File: src/hw/sweep_handler_defines.svh
// Contract
// - One fail output per sweep point, ten points.
// - Any-point-fail set when any point fails.
// - Fail outputs update only at sweep completion.
// - Whole-list: analog-done after final point's analog.
// - Whole-list: end strobe after all results valid.
// - Step: analog-done after each point's analog.
// - Step: end strobe after each step's compare.
// - External trigger rising edge starts a measurement.
`ifndef SWEEP_HANDLER_DEFINES_SVH
`define SWEEP_HANDLER_DEFINES_SVH
`define NUM_POINTS 10
`define ADDR_CTRL 32'h0000_0000
`define ADDR_STATUS 32'h0000_0004
`define ADDR_RESULT 32'h0000_0008
`define ADDR_IRQ_STAT 32'h0000_000C
`define ADDR_IRQ_EN 32'h0000_0010
`define ADDR_IRQ_CLR 32'h0000_0014
`define ADDR_NPOINTS 32'h0000_0018
`define CTRL_WHOLE_LIST 0
`define CTRL_EXTERNAL_TRIGGER_EDGE 1
`define CTRL_SW_START 2
`define CTRL_RESET 32'h0000_0001
`define NPOINTS_RESET 4'ha
`define IRQ_ANALOG 0
`define IRQ_END 1
`define IRQ_TRIG 2
`define RESP_OKAY 2'h0
`define RESP_SLVERR 2'h2
`endif

File: src/hw/sweep_handler_pkg.sv
package sweep_handler_pkg;
   typedef enum logic [2:0] {
      S_IDLE,
      S_ANALOG,
      S_COMPARE,
      S_DONE
   } sweep_state_t;
endpackage

File: src/hw/edge_detect.sv
`timescale 1ns/1ps
`default_nettype none
// Rising edge detector on an input already synchronous to aclk.
module edge_detect (
   // Clock and reset.
   input wire logic aclk,
   input wire logic aresetn,
   // Level in, pulse out.
   input wire logic level_in,
   output logic rise_pulse
);
   logic prev_ff;

   // Remember the last level; reset high so a high level at release
   // does not count as an edge until it has been seen low first.
   always_ff @(posedge aclk) begin
      if (!aresetn) begin
         prev_ff <= 1'b1;
      end else begin
         prev_ff <= level_in;
      end
   end

   // Edge is a fresh high after a low.
   assign rise_pulse = level_in & ~prev_ff;
endmodule
`default_nettype wire

File: src/hw/list_sweep_handler_outputs.sv
`timescale 1ns/1ps
`default_nettype none
`include "sweep_handler_defines.svh"
// Handler-port result and strobe logic for a list sweep.
module list_sweep_handler_outputs (
   // Clock and reset.
   input wire logic aclk,
   input wire logic aresetn,
   // Handler trigger input.
   input wire logic external_trigger_edge,
   // Measurement engine side.
   output logic point_start,
   output logic [3:0] point_index,
   input wire logic analog_done_in,
   input wire logic compare_done_in,
   input wire logic compare_fail_in,
   // Handler outputs.
   output logic [9:0] point_fail,
   output logic any_point_fail,
   output logic analog_done_strobe,
   output logic measure_complete_strobe,
   output logic irq,
   // AXI4-Lite write address.
   input wire logic [31:0] s_axi_awaddr,
   input wire logic s_axi_awvalid,
   output logic s_axi_awready,
   // AXI4-Lite write data.
   input wire logic [31:0] s_axi_wdata,
   input wire logic [3:0] s_axi_wstrb,
   input wire logic s_axi_wvalid,
   output logic s_axi_wready,
   // AXI4-Lite write response.
   output logic [1:0] s_axi_bresp,
   output logic s_axi_bvalid,
   input wire logic s_axi_bready,
   // AXI4-Lite read address.
   input wire logic [31:0] s_axi_araddr,
   input wire logic s_axi_arvalid,
   output logic s_axi_arready,
   // AXI4-Lite read data.
   output logic [31:0] s_axi_rdata,
   output logic [1:0] s_axi_rresp,
   output logic s_axi_rvalid,
   input wire logic s_axi_rready
);
   sweep_handler_pkg::sweep_state_t state_ff;
   logic [31:0] ctrl_ff;
   logic [3:0] npoints_ff;
   logic [3:0] idx_ff;
   logic [9:0] work_fail_ff;
   logic [9:0] point_fail_ff;
   logic any_fail_ff;
   logic analog_ff;
   logic end_ff;
   logic [2:0] irq_stat_ff;
   logic [2:0] irq_en_ff;
   logic aw_hold_ff;
   logic w_hold_ff;
   logic [31:0] awaddr_ff;
   logic [31:0] wdata_ff;
   logic [3:0] wstrb_ff;
   logic bvalid_ff;
   logic rvalid_ff;
   logic [31:0] rdata_ff;
   logic [1:0] rresp_ff;
   logic [1:0] bresp_ff;
   logic trig_rise;
   logic start_req;
   logic wr_fire;
   logic wr_ctrl;
   logic last_point;
   logic [2:0] irq_set;
   logic [2:0] irq_clr;
   logic sw_start;
   logic [9:0] nxt_work;

   // Byte-lane merge for a register write.
   function automatic logic [31:0] merge_be(input logic [31:0] old_v,
                                           input logic [31:0] new_v,
                                           input logic [3:0] be);
      logic [31:0] r;
      r = old_v;
      for (int i = 0; i < 4; i++) begin
         if (be[i]) begin
            r[i*8 +: 8] = new_v[i*8 +: 8];
         end
      end
      return r;
   endfunction

   edge_detect trig_edge_u (
      .aclk(aclk),
      .aresetn(aresetn),
      .level_in(external_trigger_edge),
      .rise_pulse(trig_rise)
   );

   // Write fires once both address and data are held.
   assign wr_fire = aw_hold_ff & w_hold_ff & ~bvalid_ff;
   assign wr_ctrl = wr_fire && (awaddr_ff == `ADDR_CTRL);
   assign sw_start = wr_ctrl & wstrb_ff[0] & wdata_ff[`CTRL_SW_START];
   // Trigger only counts in external trigger mode.
   assign start_req = (state_ff == sweep_handler_pkg::S_IDLE) &
      ((trig_rise & ctrl_ff[`CTRL_EXTERNAL_TRIGGER_EDGE]) | sw_start);
   assign last_point = (idx_ff + 4'h1 >= npoints_ff);
   assign nxt_work = work_fail_ff | (10'(compare_fail_in) << idx_ff);

   // Measurement sequencer.
   always_ff @(posedge aclk) begin
      if (!aresetn) begin
         state_ff <= sweep_handler_pkg::S_IDLE;
         idx_ff <= 4'h0;
         work_fail_ff <= 10'h000;
      end else begin
         case (state_ff)
            sweep_handler_pkg::S_IDLE: begin
               if (start_req) begin
                  state_ff <= sweep_handler_pkg::S_ANALOG;
                  idx_ff <= 4'h0;
                  work_fail_ff <= 10'h000;
               end
            end
            sweep_handler_pkg::S_ANALOG: begin
               if (analog_done_in) begin
                  state_ff <= sweep_handler_pkg::S_COMPARE;
               end
            end
            sweep_handler_pkg::S_COMPARE: begin
               if (compare_done_in) begin
                  work_fail_ff <= nxt_work;
                  if (last_point) begin
                     state_ff <= sweep_handler_pkg::S_DONE;
                  end else begin
                     idx_ff <= idx_ff + 4'h1;
                     state_ff <= sweep_handler_pkg::S_ANALOG;
                  end
               end
            end
            sweep_handler_pkg::S_DONE: begin
               state_ff <= sweep_handler_pkg::S_IDLE;
            end
            default: begin
               state_ff <= sweep_handler_pkg::S_IDLE;
            end
         endcase
      end
   end

   // Results move to the pins only at sweep end, so the handler never
   // sees a half-updated pattern.
   always_ff @(posedge aclk) begin
      if (!aresetn) begin
         point_fail_ff <= 10'h000;
         any_fail_ff <= 1'b0;
      end else if (state_ff == sweep_handler_pkg::S_COMPARE &&
                   compare_done_in && last_point) begin
         point_fail_ff <= nxt_work;
         any_fail_ff <= |nxt_work;
      end
   end

   // Analog-done strobe: every point in step mode, last point in
   // whole-list mode. Cleared when a new sweep begins.
   always_ff @(posedge aclk) begin
      if (!aresetn) begin
         analog_ff <= 1'b0;
      end else if (start_req) begin
         analog_ff <= 1'b0;
      end else if (state_ff == sweep_handler_pkg::S_ANALOG &&
                   analog_done_in) begin
         if (ctrl_ff[`CTRL_WHOLE_LIST]) begin
            analog_ff <= last_point ? 1'b1 : analog_ff;
         end else begin
            analog_ff <= 1'b1;
         end
      end else if (state_ff == sweep_handler_pkg::S_ANALOG &&
                   !ctrl_ff[`CTRL_WHOLE_LIST]) begin
         analog_ff <= 1'b0;
      end
   end

   // End strobe: per step in step mode, after the result latch in
   // whole-list mode, one cycle later so results are already stable.
   always_ff @(posedge aclk) begin
      if (!aresetn) begin
         end_ff <= 1'b0;
      end else if (start_req) begin
         end_ff <= 1'b0;
      end else if (state_ff == sweep_handler_pkg::S_DONE) begin
         end_ff <= 1'b1;
      end else if (state_ff == sweep_handler_pkg::S_COMPARE &&
                   compare_done_in && !ctrl_ff[`CTRL_WHOLE_LIST] &&
                   !last_point) begin
         end_ff <= 1'b1;
      end else if (state_ff == sweep_handler_pkg::S_ANALOG &&
                   !ctrl_ff[`CTRL_WHOLE_LIST]) begin
         end_ff <= 1'b0;
      end
   end

   assign point_fail = point_fail_ff;
   assign any_point_fail = any_fail_ff;
   assign analog_done_strobe = analog_ff;
   assign measure_complete_strobe = end_ff;
   assign point_start = (state_ff == sweep_handler_pkg::S_ANALOG);
   assign point_index = idx_ff;

   // Sticky interrupt status; a set in the clear cycle wins.
   assign irq_set[`IRQ_ANALOG] = (state_ff == sweep_handler_pkg::S_ANALOG)
      & analog_done_in;
   assign irq_set[`IRQ_END] = (state_ff == sweep_handler_pkg::S_DONE);
   assign irq_set[`IRQ_TRIG] = trig_rise;
   assign irq_clr = (wr_fire && awaddr_ff == `ADDR_IRQ_CLR && wstrb_ff[0]) ?
      wdata_ff[2:0] : 3'h0;

   always_ff @(posedge aclk) begin
      if (!aresetn) begin
         irq_stat_ff <= 3'h0;
      end else begin
         irq_stat_ff <= (irq_stat_ff & ~irq_clr) | irq_set;
      end
   end

   assign irq = |(irq_stat_ff & irq_en_ff);

   // Control, enable and point-count registers.
   always_ff @(posedge aclk) begin
      if (!aresetn) begin
         ctrl_ff <= `CTRL_RESET;
         irq_en_ff <= 3'h0;
         npoints_ff <= `NPOINTS_RESET;
      end else if (wr_fire) begin
         if (awaddr_ff == `ADDR_CTRL) begin
            ctrl_ff <= merge_be(ctrl_ff, wdata_ff, wstrb_ff) &
               32'h0000_0003;
         end
         if (awaddr_ff == `ADDR_IRQ_EN && wstrb_ff[0]) begin
            irq_en_ff <= wdata_ff[2:0];
         end
         if (awaddr_ff == `ADDR_NPOINTS && wstrb_ff[0]) begin
            // A count of zero or above ten would be meaningless.
            if (wdata_ff[3:0] != 4'h0 && wdata_ff[3:0] <= 4'ha) begin
               npoints_ff <= wdata_ff[3:0];
            end
         end
      end
   end

   // Write channel capture: address and data taken in either order.
   always_ff @(posedge aclk) begin
      if (!aresetn) begin
         aw_hold_ff <= 1'b0;
         w_hold_ff <= 1'b0;
         awaddr_ff <= 32'h0000_0000;
         wdata_ff <= 32'h0000_0000;
         wstrb_ff <= 4'h0;
         bvalid_ff <= 1'b0;
         bresp_ff <= `RESP_OKAY;
      end else begin
         if (s_axi_awvalid && s_axi_awready) begin
            aw_hold_ff <= 1'b1;
            awaddr_ff <= s_axi_awaddr;
         end
         if (s_axi_wvalid && s_axi_wready) begin
            w_hold_ff <= 1'b1;
            wdata_ff <= s_axi_wdata;
            wstrb_ff <= s_axi_wstrb;
         end
         if (wr_fire) begin
            aw_hold_ff <= 1'b0;
            w_hold_ff <= 1'b0;
            bvalid_ff <= 1'b1;
            bresp_ff <= (awaddr_ff > `ADDR_NPOINTS ||
               awaddr_ff[1:0] != 2'h0) ? `RESP_SLVERR : `RESP_OKAY;
         end else if (bvalid_ff && s_axi_bready) begin
            bvalid_ff <= 1'b0;
         end
      end
   end

   assign s_axi_awready = ~aw_hold_ff & ~bvalid_ff;
   assign s_axi_wready = ~w_hold_ff & ~bvalid_ff;
   assign s_axi_bvalid = bvalid_ff;
   assign s_axi_bresp = bresp_ff;

   // Read channel: one cycle after the address is taken.
   always_ff @(posedge aclk) begin
      if (!aresetn) begin
         rvalid_ff <= 1'b0;
         rdata_ff <= 32'h0000_0000;
         rresp_ff <= `RESP_OKAY;
      end else if (s_axi_arvalid && s_axi_arready) begin
         rvalid_ff <= 1'b1;
         rresp_ff <= `RESP_OKAY;
         case (s_axi_araddr)
            `ADDR_CTRL: rdata_ff <= ctrl_ff;
            `ADDR_STATUS: rdata_ff <= {24'h00_0000, idx_ff, 1'b0,
               end_ff, analog_ff, state_ff == sweep_handler_pkg::S_IDLE};
            `ADDR_RESULT: rdata_ff <= {21'h00_0000, any_fail_ff,
               point_fail_ff};
            `ADDR_IRQ_STAT: rdata_ff <= {29'h0000_0000, irq_stat_ff};
            `ADDR_IRQ_EN: rdata_ff <= {29'h0000_0000, irq_en_ff};
            `ADDR_IRQ_CLR: rdata_ff <= 32'h0000_0000;
            `ADDR_NPOINTS: rdata_ff <= {28'h000_0000, npoints_ff};
            default: begin
               rdata_ff <= 32'h0000_0000;
               rresp_ff <= `RESP_SLVERR;
            end
         endcase
      end else if (rvalid_ff && s_axi_rready) begin
         rvalid_ff <= 1'b0;
      end
   end

   assign s_axi_arready = ~rvalid_ff;
   assign s_axi_rvalid = rvalid_ff;
   assign s_axi_rdata = rdata_ff;
   assign s_axi_rresp = rresp_ff;
endmodule
`default_nettype wire

File: config.mk
export PLATFORM = sky130hd
export DESIGN_NAME = list_sweep_handler_outputs
export DESIGN_NICKNAME = d
export VERILOG_FILES = /design/src/hw/sweep_handler_pkg.sv /design/src/hw/edge_detect.sv /design/src/hw/list_sweep_handler_outputs.sv
export VERILOG_INCLUDE_DIRS = /design/src /design/src/hw
export SDC_FILE = /design/constraint.sdc
export NUM_CORES = 1
export LEC_CHECK = 0
export BUFFER_PORTS_ARGS = -buffer_cell sky130_fd_sc_hd__buf_2
export CAP_MARGIN = 20
export CORE_MARGIN = 3
export CORE_UTILIZATION = 30
export DETAILED_ROUTE_END_ITERATION = 10
export HOLD_SLACK_MARGIN = 0.15
export PLACE_DENSITY = 0.54
export SETUP_SLACK_MARGIN = 0.3
export SLEW_MARGIN = 20
export SYNTH_ARGS = -nofsm -noshare
export SYNTH_HDL_FRONTEND = slang
export SYNTH_HIERARCHICAL = 1
export SYNTH_SLANG_ARGS = --single-unit
File: constraint.sdc
create_clock -name aclk -period 2.8 [get_ports aclk]
set_clock_uncertainty 0.05 [all_clocks]
set_input_delay 0 -clock aclk [delete_from_list [all_inputs] [get_ports aclk]]
set_output_delay 0 -clock aclk [all_outputs]
set_load 0.03 [all_outputs]
==> results of run 1 <==
[sequential cells by signal, indices dropped and copies added (netlist names), 2 cells and up]
name and cells:
awaddr_ff 32, ctrl_ff 2, irq_en_ff 3, irq_stat_ff 3
npoints_ff 4, point_fail 10, point_index 4, s_axi_rdata 11
state_ff 2, wdata_ff 4, work_fail_ff 10
[power by group]
group          internal (mW)  total (mW)  switching [mW]
logic                  0.169       0.390           0.221
registers               1.41        1.45          0.0358
clock network          0.830        1.35           0.524
[synthesized netlist by cell type, types with 2 or more instances]
master / number / area share
mux4_2: 2 / 0.010
o2bb2ai_1: 8 / 0.016
mux2_2: 3 / 0.0077
nor2b_1: 6 / 0.0086
nand2_1: 98 / 0.084
xnor2_1: 2 / 0.0040
nor4_2: 2 / 0.0057
inv_1: 12 / 0.010
clkbuf_1: 24 / 0.021
nor2_1: 42 / 0.036
mux2i_1: 16 / 0.036
o21ai_0: 18 / 0.021
a31oi_1: 7 / 0.010
nor3_1: 10 / 0.011
nand3_1: 7 / 0.0080
dfxtp_1: 96 / 0.44
a32o_2: 2 / 0.0051
ha_1: 5 / 0.014
a21oi_1: 54 / 0.062
nand4_1: 8 / 0.011
a22oi_1: 4 / 0.0068
nand2b_1: 4 / 0.0057
and3b_1: 2 / 0.0040
a311oi_1: 2 / 0.0040
o21a_1: 3 / 0.0051
nor4_1: 15 / 0.021
and2_1: 4 / 0.0057
buf_4: 23 / 0.039
or2_2: 2 / 0.0029
a211oi_1: 10 / 0.017
[area by class of cell]
cell class,instances,area [µm²]
clock buffers,11,253
clock inverters,5,78.8
fillers,1396,8050
inverters,13,48.8
multi-input cells,384,2250
flip-flops and latches,96,1920
well taps,180,225
repair buffers,187,1270
[cells by family (layout without fill, tap and decap cells)]
family          count (synthesis)  count (layout)  synth area share
buf+inv                        62             216            0.0744
other cells                     1              23          0.000855
compound gates                122             122             0.183
simple gates                  211             211             0.231
flops                          96              96             0.438
xor+xnor                        2               2           0.00399
mux                            21              21            0.0545
fa+ha+maj                       5               5            0.0143
[layer usage]
| layer | global-route usage | wire (µm) | up-vias |
|---|---|---|---|
| met5 | 0 | 0 | - |
| met4 | 0.0334 | 104 | 0 |
| met3 | 0.0480 | 878 | 7 |
| met2 | 0.252 | 5540 | 142 |
| met1 | 0.188 | 5380 | 1892 |
| li1 | - | - | 2123 |
[worst max path at each step]
stage	slack, ps	to	cells past startpoint	from
6_report	450	point_fail[4]	10	point_index[0]
5_1_grt	310	point_fail[4]	10	point_index[0]
4_1_cts	340	point_fail[4]	10	point_index[0]
3_5_place_dp	290	point_fail[4]	9	point_index[2]
3_3_place_gp	380	point_fail[7]	9	point_index[2]
2_1_floorplan	300	point_fail[4]	10	point_index[2]
[worst max-delay path, cell delays in order, from the launching register on]
cell and delay, ps:
dfxtp_1 310, ha_1 200, nor2b_1 140, or2_2 280, ha_1 270, o21a_1 130, nor2_2 70, nor3_4 300
buf_4 240, nor2_1 60, a211oi_1 210
[per-stage QoR]
stage                     total power [mW]  area, µm²  hold WS, ps   util  setup WS, ps
after floorplan                       1.71       4470         23.0      -           301
after global placement                1.79       5070          141  0.360           380
after detailed placement              1.80       5070          143  0.360           289
after CTS                             3.22       6020          155  0.427           339
after global routing                  3.33       6050          182  0.429           306
final                                 3.19       6050          155  0.429           450
[what timing repair did]
action | in CTS | in global routing
endpoints found under the hold margin | 69 | 0
gates cloned | 0 | 0
hold buffers | 62 | 0
pin swaps | 0 | 0
setup endpoints to repair | 2 | 12
resized for setup | 1 | 4
==> results.cfg, run 1 <==
[outcome]
status = finished clean

[synth]
synth_cell_types = 59
synthArstFlopShare = 0
synth_flop_cell = dfxtp_1
synth_seq_cells = 96
synth_enable_flop_cells = 0
synth_area_per_cell_um2 = 8.44
synthCells = 520
seq_area_frac_synth = 0.438
netlist_area_um2 = 4390
yosysWarnings = 6

[critical_path]
rr_startpoint = point_index[0]
critical_path_class = register to register
ff2ff_path_depth = 10
crit_fanout = 12
rr_endpoint = point_fail[4]
endpoint_kind = register
reg2reg_slack_ps = 450
cp-start-kind = register
cp.arrival_ps = 2560
worstPathRequired_ps = 3010

[detailed_routing]
wl_per_cell_um = 13.6
viasPerCell = 4.75
drtIter0Drc = 167
ant_nets = 0
drcViolationCount = 0
wirelength_um = 11900
dr.pass1.iters = 4
vias = 4164

[worst_hold_path]
hold-path-cell-count = 4
hold_start = s_axi_wvalid
hp-class = input port to register
hold_end = w_hold_ff

[timing]
hold_violations = 0
post-route-period-util = 0.839
final.setup.tns_ps = 0
fin_crit_ps = 2350
slew_headroom = 0.282
maxSlewViolCount = 0
worstMarginPinSlew_ps = 1070
fmax_mhz = 426
rsz0062_at_grt = false
setup_viol_count_final = 0

[global_routing]
grtUsageTotal = 0.150
gr-total-overflow = 0
grt_pass1_vias = 4075
grt_start_max_net_pins = 37
antenna_found_initial = 0
grt_first_pass_wirelength_um = 19800

[cts]
cts_tree = built
clock_tree.buffer_depth = 2
cts_setup_buffers = 0
cts_buffers = 9
cts_sinks = 96
clockRootBuffer = clkbuf_16
clkTransAtPathRegs_ps = 70
clock_latency_ps = 350
cts_max_level = 3

[pwr]
ir_worst_vdd_v = 0.000400
power_density_nw_per_um2 = 527
leakagePower_nw = 2.53

[finish]
layout.nets = 807
mostFrequentLayoutCells = buf_2, nand2_1, dfxtp_1
drive_above_1_share = 0.243
layout_commonest_cell = buf_2
finalNonFillerCells = 876
area_growth_pct = 37.8
antenna_cells = 0

[placement]
dp_hpwl_um = 8630
gp_congestion = 0.787
port-buffer-count = 116
dp.cells = 798

[floorplan]
ios = 171
core_um2 = 14100
die_w_um = 127
rows = 43
chipHeight_um = 127
floorplan.initialDensity = 0.311
dieArea_um2 = 16100

[flow_run]
cap_violations = 0
No activity file was read; power rests on OpenSTA's default activity.
==> run 2, diff against run 1 <==
- clock period: 2.8 -> 2.4 ns (I/O delays scaled with it)
==> results.cfg, run 2 (synthesis gave the netlist of run 1 again) <==
[outcome]
status = finished clean

[finish]
mostFrequentLayoutCells = buf_2, nand2_1, dfxtp_1
layout_commonest_cell = buf_2
regMostFlops = awaddr_ff
drive_above_1_share = 0.286
layout.nets = 822
largest_register_ffs = 32
nFillCells = 1379
antenna_cells = 0
fin_util = 0.450
area_growth_pct = 44.7

[detailed_routing]
ant_nets = 0
drtIter0Drc = 123
dr.pass1.iters = 4
wl_per_cell_um = 14.5
drcViolationCount = 0
viasPerCell = 4.81
wirelength_um = 12900
vias = 4282

[critical_path]
rr_startpoint = point_index[0]
critical_path_class = register to register
rr_endpoint = any_point_fail
cp-endpoint = any_point_fail
critPathLaunch = point_index[0]
ff2ff_path_depth = 9
worstPathRequired_ps = 2590
cp.arrival_ps = 2320
cp-start-kind = register
endpoint_kind = register
reg2reg_slack_ps = 270
crit_fanout = 6

[timing]
maxSlewViolCount = 0
fmax_mhz = 470
hold_violations = 0
worstMarginPinSlew_ps = 575
post-route-period-util = 0.887
final.setup.tns_ps = 0
rsz0062_at_grt = true
fin_crit_ps = 2130
slew_headroom = 0.614
setup_viol_count_final = 0

[global_routing]
antenna_found_initial = 0
grt_start_max_net_pins = 34
grt_first_pass_wirelength_um = 20700
globalRouteMet3Util = 0.0375
gr-total-overflow = 0
grtUsageTotal = 0.159
use_met2 = 0.288
top_usage_layer = met2
grt_pass1_vias = 4288
use_met1 = 0.191

[pwr]
internal_power_mw = 2.94
p_seq_frac = 0.434
ir_worst_vdd_v = 0.000422
power_density_nw_per_um2 = 610
swShare = 0.241
leakagePower_nw = 2.66
power_frac_clock = 0.442
power_frac_comb = 0.125
power_switching_mw = 0.934

[cts]
cts_sinks = 96
clock_tree.buffer_depth = 2
cts_buffers = 9
clock_latency_ps = 350
clockRootBuffer = clkbuf_16
cts_max_level = 3
cts_tree = built
clkTransAtPathRegs_ps = 70

[placement]
gp_congestion = 0.810
dp_hpwl_um = 9110
port-buffer-count = 116

[floorplan]
die_w_um = 127
ios = 171
dieArea_um2 = 16100
chipHeight_um = 127
floorplan.initialDensity = 0.311
rows = 43
core_um2 = 14100

[worst_hold_path]
hp-class = input port to register

[flow_run]
cap_violations = 0
==> run 2: layer usage <==
| metal | vias to the layer above | wire, µm |
|---|---|---|
| met5 | - | 0 |
| met4 | 0 | 79 |
| met3 | 8 | 733 |
| met2 | 134 | 6410 |
| met1 | 1975 | 5710 |
| li1 | 2165 | - |
==> run 2: per-stage QoR <==
| step | cell area (µm²) | setup slack (ps) | power (mW) | instances | hold WS, ps |
|---|---|---|---|---|---|
| final | 6350 | 272 | 3.87 | 891 | 144 |
| after global routing | 6350 | 153 | 4.02 | 891 | 188 |
| after CTS | 6250 | 299 | 3.89 | 886 | 167 |
| after detailed placement | 5160 | 160 | 2.10 | 803 | 143 |
| after global placement | 5160 | 199 | 2.10 | 803 | 141 |
| after floorplan | 4550 | 278 | 1.99 | 542 | 23.0 |
==> run 2: worst min path at each step <==
| stage | startpoint | to | cells after the start |
|---|---|---|---|
| floorplan | aresetn | trig_edge_u/prev_ff | 1 |
| global placement | s_axi_rready | s_axi_rvalid | 2 |
| detailed placement | s_axi_rready | s_axi_rvalid | 2 |
| CTS | aresetn | work_fail_ff[4] | 4 |
| global route | s_axi_araddr[4] | s_axi_rdata[8] | 4 |
| finish | s_axi_araddr[4] | s_axi_rdata[8] | 4 |
==> run 2: area by class of cell <==
cell class / instances / area, µm² / share of cell area
Clock buffer: 11 / 254 / 0.0400
Clock inverter: 5 / 108 / 0.0170
Inverter: 13 / 48.8 / 0.00769
Multi-Input combinational cell: 384 / 2390 / 0.376
Sequential cell: 96 / 1940 / 0.305
Tap cell: 180 / 225 / 0.0355
Timing Repair Buffer: 202 / 1390 / 0.219
==> run 2: critical path: stages, from the launching register on <==
cell and delay, ps:
dfxtp_4 370, ha_4 160, nor2b_4 120, or2_4 230, ha_4 260, o21a_1 140
nor2_4 70, nor3_4 230, nand4_1 140, o221a_2 250
==> run 2: repair_timing <==
item / in CTS / in global routing
gates resized for setup: 14 / 16
pin swaps: 5 / 10
gates cloned: 1 / 0
setup endpoints to repair: 21 / 44
hold endpoints to repair: 67 / 0
hold buffers: 62 / 0
buffers inserted: 4 / 5
==> run 2: power by group through the flow <==
stage	logic (mW)	registers [mW]	clock network, mW
6_report	0.482	1.68	1.71
5_1_grt	0.529	1.69	1.81
4_1_cts	0.471	1.68	1.74
3_5_place_dp	0.392	1.71	0
3_3_place_gp	0.386	1.71	0
2_1_floorplan	0.281	1.71	0
